$ cat src/common/ebc_defs.svh
`ifndef EBC_DEFS_SVH
`define EBC_DEFS_SVH

`define EBC_ADDR_W          8
`define EBC_CTRL_OFFSET     8'h00
`define EBC_SEQ_OFFSET      8'h04
`define EBC_REQ_HOLD_BIT    23
`define EBC_LOCK_HOLD_BIT   22
`define EBC_OWNER_BIT       21
`define EBC_WAIT_LSB        16
`define EBC_WAIT_MSB        20
`define EBC_LOWER_MSB       15
`define EBC_CTRL_RESET      24'h1fffff
`define EBC_WAIT_RESET      5'h1f
`define EBC_TRAIL1_LO_STD   5'h04
`define EBC_TRAIL1_LO_ALT   5'h03
`define EBC_TRAIL2_LO       5'h08
`define EBC_RESP_OKAY       2'h0
`define EBC_RESP_SLVERR     2'h2

`endif

$ cat src/common/ebc_pkg.sv
package ebc_pkg;
    // access sequencer states, gray along idle-wait-trail-done
    typedef enum logic [1:0] {
        EBC_IDLE  = 2'h0,
        EBC_WAIT  = 2'h1,
        EBC_TRAIL = 2'h3,
        EBC_DONE  = 2'h2
    } ebc_seq_t;
endpackage

$ cat src/common/ebc_timing_if.sv
`timescale 1ns/1ps
interface ebc_timing_if;
    logic       start;
    logic [4:0] wait_count;
    logic       alt_variant;
    logic       sample;
    logic       done;
    logic       busy;
    logic [1:0] trail;
    modport ctrl (output start, output wait_count, output alt_variant,
                  input sample, input done, input busy, input trail);
    modport seq  (input start, input wait_count, input alt_variant,
                  output sample, output done, output busy, output trail);
endinterface

$ cat src/verilog/ebc_access_seq.sv
`timescale 1ns/1ps
`include "ebc_defs.svh"
module ebc_access_seq (
    // clock and reset
    input  wire logic aclk,
    input  wire logic aresetn,
    input  wire logic ce,
    // timing handshake
    ebc_timing_if.seq tif
);
    typedef struct packed {
        ebc_pkg::ebc_seq_t state;
        logic [4:0]        cnt;
        logic [1:0]        trail;
        logic              sample;
        logic              done;
    } ebc_seq_state_t;

    ebc_seq_state_t r;
    ebc_seq_state_t next_r;
    logic [1:0]     trail_req;

    always_comb begin
        trail_req = 2'h0;
        if (tif.wait_count >= `EBC_TRAIL2_LO) begin
            trail_req = 2'h2; // RL9
        end else if (tif.wait_count >= (tif.alt_variant ?
                     `EBC_TRAIL1_LO_ALT : `EBC_TRAIL1_LO_STD)) begin
            trail_req = 2'h1; // RL8 RL11
        end
    end

    always_comb begin
        next_r = r;
        next_r.sample = 1'b0;
        next_r.done = 1'b0;
        case (r.state)
            ebc_pkg::EBC_IDLE: begin
                if (tif.start) begin
                    next_r.state = ebc_pkg::EBC_WAIT;
                    // zero treated as one wait state
                    next_r.cnt = (tif.wait_count == 5'h00) ? 5'h01
                                                           : tif.wait_count;
                    next_r.trail = trail_req;
                end
            end
            ebc_pkg::EBC_WAIT: begin
                if (r.cnt <= 5'h01) begin
                    // data sampled at end of wait states only
                    next_r.sample = 1'b1; // RL10
                    next_r.state = (r.trail != 2'h0) ? ebc_pkg::EBC_TRAIL
                                                     : ebc_pkg::EBC_DONE;
                end else begin
                    next_r.cnt = r.cnt - 5'h01; // RL5
                end
            end
            ebc_pkg::EBC_TRAIL: begin
                // trailing states only extend hold and release
                next_r.trail = r.trail - 2'h1; // RL10
                if (r.trail == 2'h1) begin
                    next_r.state = ebc_pkg::EBC_DONE;
                end
            end
            ebc_pkg::EBC_DONE: begin
                next_r.done = 1'b1;
                next_r.state = ebc_pkg::EBC_IDLE;
            end
            default: begin
                next_r.state = ebc_pkg::EBC_IDLE;
            end
        endcase
    end

    always_ff @(posedge aclk) begin
        if (!aresetn) begin
            r <= '{state: ebc_pkg::EBC_IDLE, cnt: 5'h00, trail: 2'h0,
                   sample: 1'b0, done: 1'b0};
        end else if (ce) begin
            r <= next_r;
        end
    end

    assign tif.sample = r.sample;
    assign tif.done   = r.done;
    assign tif.busy   = (r.state != ebc_pkg::EBC_IDLE);
    assign tif.trail  = trail_req;
endmodule

$ cat src/verilog/ebc_bus_control.sv
// Functional notes
// RL1: 24-bit control register, owner bit read-only
// RL2: request hold forces bus request always
// RL3: lock hold forces bus lock always
// RL4: owner status set while bus owned
// RL5: default-area wait count, reset thirty-one
// RL6: default area always uses SRAM timing
// RL7: software avoids writing zero wait count
// RL8: four to seven adds one trailing wait
// RL9: eight or more adds two trailing waits
// RL10: trailing waits never move data sample
// RL11: variant starts single trailing wait at three
// RL12: owner bit synchronous to arbitration grant
`timescale 1ns/1ps
`include "ebc_defs.svh"
module ebc_bus_control (
    // clock, reset, enable
    input  wire logic        aclk,
    input  wire logic        aresetn,
    input  wire logic        ce,
    // axi4-lite write address
    input  wire logic [7:0]  s_axi_awaddr,
    input  wire logic        s_axi_awvalid,
    output logic             s_axi_awready,
    // axi4-lite write data
    input  wire logic [31:0] s_axi_wdata,
    input  wire logic [3:0]  s_axi_wstrb,
    input  wire logic        s_axi_wvalid,
    output logic             s_axi_wready,
    // axi4-lite write response
    output logic [1:0]       s_axi_bresp,
    output logic             s_axi_bvalid,
    input  wire logic        s_axi_bready,
    // axi4-lite read address
    input  wire logic [7:0]  s_axi_araddr,
    input  wire logic        s_axi_arvalid,
    output logic             s_axi_arready,
    // axi4-lite read data
    output logic [31:0]      s_axi_rdata,
    output logic [1:0]       s_axi_rresp,
    output logic             s_axi_rvalid,
    input  wire logic        s_axi_rready,
    // core access requests
    input  wire logic        ext_access_req,
    input  wire logic        ext_rmw_req,
    input  wire logic        area_match,
    input  wire logic        alt_variant,
    // external arbiter
    input  wire logic        bus_grant,
    output logic             bus_request_out,
    output logic             bus_lock_out,
    // default-area access timing
    output logic             access_busy,
    output logic             sram_select,
    output logic             data_sample,
    output logic             access_done,
    // lower wait fields for area logic
    output logic [15:0]      area_wait_fields
);
    typedef struct packed {
        logic [23:0] ctrl;
        logic        owner;
        logic        aw_got;
        logic [7:0]  aw_addr;
        logic        w_got;
        logic [31:0] w_data;
        logic [3:0]  w_strb;
        logic        awready;
        logic        wready;
        logic        bvalid;
        logic [1:0]  bresp;
        logic        arready;
        logic        rvalid;
        logic [31:0] rdata;
        logic [1:0]  rresp;
        logic        pending;
        logic        rmw_pending;
        logic        req_out;
        logic        lock_out;
        logic        busy;
        logic        sram;
        logic        sample;
        logic        done;
        logic [1:0]  last_trail;
    } ebc_ctrl_state_t;

    ebc_ctrl_state_t r;
    ebc_ctrl_state_t next_r;
    ebc_timing_if    tif ();
    logic [23:0]     ctrl_view;
    logic [23:0]     wmask;
    logic            start_dflt;

    ebc_access_seq u_seq (
        .aclk    (aclk),
        .aresetn (aresetn),
        .ce      (ce),
        .tif     (tif)
    );

    // read view splices live owner bit
    always_comb begin
        ctrl_view = r.ctrl;
        ctrl_view[`EBC_OWNER_BIT] = r.owner; // RL4
    end

    // byte lane mask from write strobes
    generate
        for (genvar i = 0; i < 3; i++) begin : g_lane
            assign wmask[i*8 +: 8] = {8{r.w_strb[i]}};
        end
    endgenerate

    // a new default-area access starts when owned and idle
    // the done cycle shows idle while pending is still set: no restart
    assign start_dflt = r.pending && !area_match && bus_grant && !tif.busy
                        && !tif.done;

    assign tif.start       = start_dflt;
    assign tif.wait_count  = r.ctrl[`EBC_WAIT_MSB:`EBC_WAIT_LSB]; // RL5
    assign tif.alt_variant = alt_variant; // RL11

    always_comb begin
        next_r = r;
        // owner status follows grant each cycle
        next_r.owner = bus_grant; // RL12 RL4

        // write channel: address and data in either order
        next_r.awready = 1'b0;
        next_r.wready  = 1'b0;
        if (s_axi_awvalid && !r.aw_got && !r.awready && !r.bvalid) begin
            next_r.awready = 1'b1;
        end
        if (r.awready && s_axi_awvalid) begin
            next_r.aw_got  = 1'b1;
            next_r.aw_addr = s_axi_awaddr;
        end
        if (s_axi_wvalid && !r.w_got && !r.wready && !r.bvalid) begin
            next_r.wready = 1'b1;
        end
        if (r.wready && s_axi_wvalid) begin
            next_r.w_got  = 1'b1;
            next_r.w_data = s_axi_wdata;
            next_r.w_strb = s_axi_wstrb;
        end
        if (r.aw_got && r.w_got && !r.bvalid) begin
            next_r.aw_got = 1'b0;
            next_r.w_got  = 1'b0;
            next_r.bvalid = 1'b1;
            next_r.bresp  = `EBC_RESP_OKAY;
            if (r.aw_addr[7:2] == `EBC_CTRL_OFFSET) begin
                // owner bit not writable
                next_r.ctrl = (r.ctrl & ~wmask) | (r.w_data[23:0] & wmask);
                next_r.ctrl[`EBC_OWNER_BIT] = 1'b0; // RL1
            end else if (r.aw_addr[7:2] != `EBC_SEQ_OFFSET >> 2) begin
                next_r.bresp = `EBC_RESP_SLVERR;
            end
        end
        if (r.bvalid && s_axi_bready) begin
            next_r.bvalid = 1'b0;
        end

        // read channel
        next_r.arready = 1'b0;
        if (s_axi_arvalid && !r.arready && !r.rvalid) begin
            next_r.arready = 1'b1;
        end
        if (r.arready && s_axi_arvalid) begin
            next_r.rvalid = 1'b1;
            next_r.rresp  = `EBC_RESP_OKAY;
            next_r.rdata  = 32'h0;
            if (s_axi_araddr[7:2] == `EBC_CTRL_OFFSET) begin
                next_r.rdata = {8'h00, ctrl_view}; // RL1
            end else if (s_axi_araddr[7:2] == `EBC_SEQ_OFFSET >> 2) begin
                next_r.rdata = {28'h0, r.last_trail, r.busy, r.pending};
            end else begin
                next_r.rresp = `EBC_RESP_SLVERR;
            end
        end
        if (r.rvalid && s_axi_rready) begin
            next_r.rvalid = 1'b0;
        end

        // pending access bookkeeping
        if (ext_access_req) begin
            next_r.pending = 1'b1;
        end
        if (ext_rmw_req) begin
            next_r.rmw_pending = 1'b1;
            next_r.pending = 1'b1;
        end
        if (r.pending && area_match && bus_grant) begin
            // configured areas are served by other logic
            next_r.pending = ext_access_req || ext_rmw_req;
            next_r.rmw_pending = ext_rmw_req;
        end
        if (start_dflt) begin
            next_r.last_trail = tif.trail;
        end
        if (tif.done) begin
            next_r.pending = ext_access_req || ext_rmw_req;
            next_r.rmw_pending = ext_rmw_req;
        end

        next_r.req_out = r.ctrl[`EBC_REQ_HOLD_BIT]
                         || ext_access_req || r.pending; // RL2
        next_r.lock_out = r.ctrl[`EBC_LOCK_HOLD_BIT]
                          || ext_rmw_req || r.rmw_pending; // RL3
        next_r.busy   = tif.busy || start_dflt;
        next_r.sram   = tif.busy || start_dflt; // RL6
        next_r.sample = tif.sample; // RL10
        next_r.done   = tif.done;
    end

    always_ff @(posedge aclk) begin
        if (!aresetn) begin
            r <= '0;
            r.ctrl <= `EBC_CTRL_RESET; // RL5
        end else if (ce) begin
            r <= next_r;
        end
    end

    assign s_axi_awready    = r.awready;
    assign s_axi_wready     = r.wready;
    assign s_axi_bvalid     = r.bvalid;
    assign s_axi_bresp      = r.bresp;
    assign s_axi_arready    = r.arready;
    assign s_axi_rvalid     = r.rvalid;
    assign s_axi_rdata      = r.rdata;
    assign s_axi_rresp      = r.rresp;
    assign bus_request_out  = r.req_out;
    assign bus_lock_out     = r.lock_out;
    assign access_busy      = r.busy;
    assign sram_select      = r.sram;
    assign data_sample      = r.sample;
    assign access_done      = r.done;
    assign area_wait_fields = r.ctrl[`EBC_LOWER_MSB:0];
endmodule

$ cat config.mk
export PLATFORM = sky130hd
export DESIGN_NAME = ebc_bus_control
export DESIGN_NICKNAME = d
export VERILOG_FILES = /design/src/common/ebc_pkg.sv /design/src/common/ebc_timing_if.sv /design/src/verilog/ebc_access_seq.sv /design/src/verilog/ebc_bus_control.sv
export VERILOG_INCLUDE_DIRS = /design/src /design/src/common
export SDC_FILE = /design/constraint.sdc
export NUM_CORES = 1
export LEC_CHECK = 0
export BUFFER_PORTS_ARGS = -buffer_cell sky130_fd_sc_hd__buf_2
export CAP_MARGIN = 20
export CORE_ASPECT_RATIO = 0.7
export CORE_MARGIN = 1
export CORE_UTILIZATION = 53
export CTS_CLUSTER_SIZE = 20
export DETAILED_ROUTE_END_ITERATION = 12
export PLACE_DENSITY = 0.81
export SYNTH_ARGS = -nofsm -noshare
export SYNTH_HDL_FRONTEND = slang
export SYNTH_HIERARCHICAL = 1
export SYNTH_SLANG_ARGS = --single-unit
$ cat constraint.sdc
create_clock -name aclk -period 3 [get_ports aclk]
set_input_delay 0.3 -clock aclk [delete_from_list [all_inputs] [get_ports aclk]]
set_output_delay 0.3 -clock aclk [all_outputs]
set_load 0.01 [all_outputs]
==> metrics.cfg, run 1 <==
[setup_path]
path_buf_inv = 1
reg2reg_from = u_seq/r[10]
r2r_end = u_seq/r[6]
cp_slowest_cell = a2111oi_4
r2r_setup_slack_ns = 0.68
cp_slowest_stage_delay_ns = 0.49
worstPathRequired_ns = 3.23
rr_worst_depth = 7
worstPathMaxFanout = 10
cp.arrival_ns = 2.55
critical-path-top-delay-family = compound AO/OA/AOI/OAI gates
path_cells = or2_2 -> nor4_1 -> buf_4 -> nor2_1 -> a2111oi_4 -> o21ai_1 -> a32o_2
cp-startpoint = u_seq/r[10]
path_depth = 7
crit_type = reg -> reg
cp-end-kind = flip-flop
start_kind = flip-flop

[clocking]
cts_root_buf = clkbuf_16
clk_latency_ns = 0.34
ctsHtreeMaxLevel = 3
hold_buffers = 0
cts_tree = done
cts_resized = 0
cts_buffers = 9
cts_setup_buffers = 0
cts_sinks = 109
clockBufferDepth = 2
clk_pin_slew_ns = 0.07

[timing]
drv_slew = 0
fin_setup_tns_ns = 0
clock_skew_ns = 0.00459
min_period_ns = 2.32
worst_pin_slew_ns = 0.795
fmax_ghz = 0.431
finalHoldViolCount = 0
grt_setup_unrepaired = no
min_period_over_period = 0.773
relSlewSlack = 0.470
finalSetupViolCount = 0

[final_layout]
area_delta_synth_final_pct = 9.42
fill_cells = 826
layout.cells.non_filler = 753
nNetsFinal = 697
n_antenna_cell = 0
fin_area_sq_um = 5680
drive_above_1_share = 0.216

[floorplanning]
die_w_um = 120
num_io_pins = 128
design.core.area_sq_um = 9290
die_h_um = 84.8
rows = 29
dieArea_sq_um = 10200
initial_core_util = 0.559

[synth]
synthSimpleGateAreaFrac = 0.219
synth_mux_area_frac = 0.0697
synthXorXnorAreaFrac = 0
yosysWarnings = 6
synth_compound_area_frac = 0.153
synth_edf_count = 0
synthesis.area_sq_um = 5190
ys_ff_latch = 109
synth.distinct_cells = 53
synthArstFlopShare = 0
synthAdderAreaFrac = 0.0169
synthFlopType = dfxtp_1
ys_seq_area_frac = 0.420
synthCells = 588
postSynthAreaPerCell_sq_um = 8.83
synth_top_family_by_area = simple AND/OR/NAND/NOR gates

[power_and_ir_drop]
clkPwrFrac = 0.392
swShare = 0.225
internal-power_uw = 2220
seqPwrFrac = 0.524
combPwrFrac = 0.084
p_sw_uw = 646
p_leak_uw = 0.00226
vdd_drop_max_mv = 0.333
p_total_uw = 2870
power_density_nw_per_um2 = 505

[global_routing]
gr-total-overflow = 0
grt_pass1_wl_um = 18700
grt_pass1_vias = 3819
grtUsageTotal = 0.233
antenna_found_initial = 0
grt_max_degree = 89

[hold_path]
worst_hold_startpoint = s_axi_wdata[1]
holdPathStages = 3
hold_class = in -> reg
holdPathEnd = r[56]

[routing]
viasPerCell = 5.49
dr_total_vias = 4134
drt.antenna.violating_nets = 0
routedWlPerCell_um = 15.2
wl_um = 11400
drc_errors = 0
dr.first_iter.drc_count = 293
drtPass1Iterations = 4

[run]
maxCapViolCount = 0

[place]
placed_area_sq_um = 5410
dp_hpwl_um = 8020
gp_congestion = 0.764
dpl.cell_count = 738
io_buffers = 103

[outcome]
status = complete, no violations

[tightest hold or removal path, stage by stage]
cell,delay [ns]
buf_2,0.10
nand2_1,0.04
a21boi_0,0.06
[worst max path at each step]
stage / to
2_1_floorplan: u_seq/r[6]
3_3_place_gp: u_seq/r[6]
3_5_place_dp: u_seq/r[6]
4_1_cts: u_seq/r[6]
5_1_grt: u_seq/r[6]
6_report: u_seq/r[6]
[power by group through the flow]
stage	clock (uW)	sequential [uW]	combinational, uW
3_3_place_gp	0	1530	226
4_1_cts	1150	1500	238
5_1_grt	1220	1510	264
2_1_floorplan	0	1530	174
6_report	1130	1500	240
3_5_place_dp	0	1540	236
[cell usage after synthesis (8+ instances only)]
library cell	number	area (sq um)
nand3_1	44	220
o41ai_1	8	70.1
a21oi_1	8	40.0
clkbuf_1	33	124
o211ai_1	11	82.6
inv_1	18	67.6
o21ai_0	26	130
dfxtp_1	109	2180
nand2_1	76	285
nor2_1	11	41.3
a21boi_0	33	248
mux2i_1	35	350
buf_4	53	398
nor2b_1	41	257
[cells in the final DEF (no fill, tap or decap), drive strengths merged, types with 2 or more instances in the layout]
cell type,netlist,final
nor3,5,5
nand2,76,76
o21ai,28,28
o41ai,8,8
nor2,11,11
o211a,3,3
o31ai,2,2
clkbuf,33,13
nor2b,41,41
a21boi,35,35
nand3,44,44
o211ai,11,11
or4,7,7
dfxtp,109,109
nor4,4,4
inv,18,18
and3,3,3
o22ai,2,2
nand2b,6,6
ha,7,7
mux2i,35,35
a21oi,8,8
or3,3,3
nor4b,4,4
buf,60,110
and2,2,2
conb,1,10
a31oi,4,4
or2,2,2
[per-stage QoR]
stage	hold WS, ns	setup WS [ns]	utilization
CTS	0.197	0.692	0.612
global route	0.214	0.574	0.612
finish	0.208	0.680	0.612
floorplan	0.436	0.813	-
global placement	0.448	0.839	0.582
detailed placement	0.457	0.746	0.582
[kinds of logic (layout without fill, tap and decap cells)]
kind of cell               count (synthesis)  count (layout)
DFF                                      109             109
and+or+nand+nor                          213             213
muxes                                     36              36
AOI/OAI and AO/OA                        111             111
adders and majority gates                  7               7
buffers and inverters                    111             143
other                                      1              10
[final cells by class]
| cell class | count | area, sq um | area share |
|---|---|---|---|
| Clock buffer | 13 | 240 | 0.0423 |
| Inverter | 18 | 67.6 | 0.0119 |
| Timing Repair Buffer | 110 | 583 | 0.103 |
| Sequential cell | 109 | 2180 | 0.384 |
| Clock inverter | 2 | 35.0 | 0.00617 |
| Tap cell | 124 | 155 | 0.0273 |
| Multi-Input combinational cell | 377 | 2420 | 0.426 |
[routing by layer]
layer	vias up	track usage	part of all wire
met2	122	0.365	0.46
met4	0	0.0673	0.016
met5	-	0	0
li1	2031	-	-
met3	15	0.0584	0.055
met1	1966	0.317	0.47
Power figures use the tool's default switching activity.
==> run 2, diff against run 1 <==
clock period = 2.2 ns   (was 3 ns; I/O delays follow)
==> metrics.cfg, run 2 (synthesized netlist as in run 1, its figures left out) <==
[global_routing]
grt_pass1_wl_um = 19100  ; +2.0%
antenna_found_initial = 0  ; unchanged
grtUsageTotal = 0.240  ; +0.00737
grt_max_degree = 60  ; -33%
grt_pass1_vias = 3949  ; +3.4%
gr-total-overflow = 0  ; unchanged

[place]
dp_hpwl_um = 8460  ; +5.4%
dpl.cell_count = 748  ; +1.4%
io_buffers = 103  ; unchanged
pre_cts_slack_ns = 0.120  ; -0.627 ns
gp_congestion = 0.840  ; +9.9%

[run]
maxCapViolCount = 0  ; unchanged

[routing]
viasPerCell = 5.56  ; +1.3%
routedWlPerCell_um = 15.5  ; +1.7%
drtPass1Iterations = 4  ; unchanged
dr_total_vias = 4247  ; +2.7%
drt.antenna.violating_nets = 0  ; unchanged
drc_errors = 0  ; unchanged
wl_um = 11800  ; +3.1%
dr.first_iter.drc_count = 308  ; +5.1%

[timing]
fmax_ghz = 0.480  ; +11%
fin_ws_ns = 0.118  ; -0.562 ns
relSlewSlack = 0.573  ; +0.103
min_period_ns = 2.08  ; -0.238 ns
drv_slew = 0  ; unchanged
finalSetupViolCount = 0  ; unchanged
min_period_over_period = 0.947  ; +0.173
grt_setup_unrepaired = no
finalHoldViolCount = 0  ; unchanged
fin_setup_tns_ns = 0  ; unchanged
clock_skew_ns = 0.00772  ; +0.00313 ns
worst_pin_slew_ns = 0.632  ; -0.163 ns

[power_and_ir_drop]
combPwrFrac = 0.084  ; about the same
p_sw_uw = 968  ; +50%
vdd_drop_max_mv = 0.423  ; +27%
power_density_nw_per_um2 = 712  ; +41%
internal-power_uw = 3170  ; +42%
swShare = 0.234  ; +0.00895
p_leak_uw = 0.00233  ; +3.1%
seqPwrFrac = 0.494  ; -0.030
clkPwrFrac = 0.422  ; +0.030

[final_layout]
area_delta_synth_final_pct = 11.8
nNetsFinal = 707  ; +1.4%
layout.cells.non_filler = 764  ; +1.5%
final_common_cell = dfxtp_1
drive_above_1_share = 0.236  ; +0.0197
fill_cells = 787  ; -4.7%
n_antenna_cell = 0  ; unchanged
final_cell_mix = 109 x dfxtp_1, 102 x buf_2, 76 x nand2_1

[clocking]
clockBufferDepth = 2  ; unchanged
cts_resized = 0  ; unchanged
cts_sinks = 109  ; unchanged
cts_buffers = 9  ; unchanged
clk_latency_ns = 0.35  ; about the same
hold_buffers = 0  ; unchanged
clk_pin_slew_ns = 0.07  ; about the same
ctsHtreeMaxLevel = 3  ; unchanged
cts_tree = done
cts_setup_buffers = 0  ; unchanged
cts_root_buf = clkbuf_16

[setup_path]
worstPathMaxFanout = 6  ; -4
r2r_end = u_seq/r[5]
worstPathRequired_ns = 2.45  ; -0.78 ns
cp.arrival_ns = 2.33  ; -0.22 ns
cp-end-kind = flip-flop
reg2reg_from = u_seq/r[9]
r2r_setup_slack_ns = 0.12  ; -0.56 ns
cp-startpoint = u_seq/r[9]
rr_worst_depth = 8  ; +1
start_kind = flip-flop
crit_type = reg -> reg
crit_end = u_seq/r[5]

[hold_path]
hold_class = in -> reg
holdPathStages = 3  ; unchanged
worst_hold_startpoint = s_axi_wdata[1]

[floorplanning]
die_w_um = 120  ; unchanged
die_h_um = 84.8  ; unchanged
num_io_pins = 128  ; unchanged
design.core.area_sq_um = 9290  ; unchanged
rows = 29  ; unchanged
dieArea_sq_um = 10200  ; unchanged
initial_core_util = 0.559  ; unchanged

[outcome]
status = complete, no violations

-- run 2: cell count changes in the layout (fill, tap and decap cells not counted), sizes merged --
cell / change
clkinvlp: +2
inv: +2
buf: +10
bufinv: +1
clkbuf: -4
-- run 2: worst max-delay path, stage by stage (launching register included) --
cell and delay, ns:
dfxtp_1 0.31, or2_2 0.33, nor4_1 0.25, buf_4 0.18
nor2_1 0.07, a2111oi_4 0.38, buf_4 0.22, o211ai_1 0.10
o211a_1 0.14
-- run 2: area by class of cell --
cell class                 count  area (sq um)  share of cell area
timing repair buffer         120           658               0.113
sequential                   109          2180               0.376
clock inverter                 7          97.6              0.0168
multi-input combinational    377          2420               0.417
tap                          124           155              0.0267
clock buffer                   9           225              0.0388
inverter                      18          67.6              0.0116
-- run 2: worst min-delay path by stage --
stage / slack [ns] / to
after floorplan: 0.36 / r[8]
after global placement: 0.45 / r[8]
after detailed placement: 0.46 / flip-flop
after CTS: 0.11 / r[66]
after global routing: 0.12 / r[56]
final: 0.12 / r[56]
-- run 2: per-layer routing --
layer  global-route usage  wire (um)  vias to the layer above
li1                     -          -                     2052
met1                0.315       5430                     2032
met2                0.388       5420                      145
met3               0.0571        737                       18
met4               0.0831        214                        0
met5                    0          0                        -
-- run 2: stage by stage --
stage               hold slack, ns  instance area [sq um]   util  power, uW
finish                       0.119                   5800  0.625       4130
global route                 0.121                   5800  0.625       4270
CTS                          0.107                   5800  0.625       4160
detailed placement           0.456                   5480  0.590       2430
global placement             0.446                   5480  0.590       2410
floorplan                    0.359                   5230      -       2320
-- run 2: power by group through the flow --
stage	sequential (uW)	clock [uW]	combinational (uW)
2_1_floorplan	2080	0	238
3_3_place_gp	2080	0	327
3_5_place_dp	2090	0	342
4_1_cts	2040	1780	345
5_1_grt	2050	1840	385
6_report	2040	1740	348
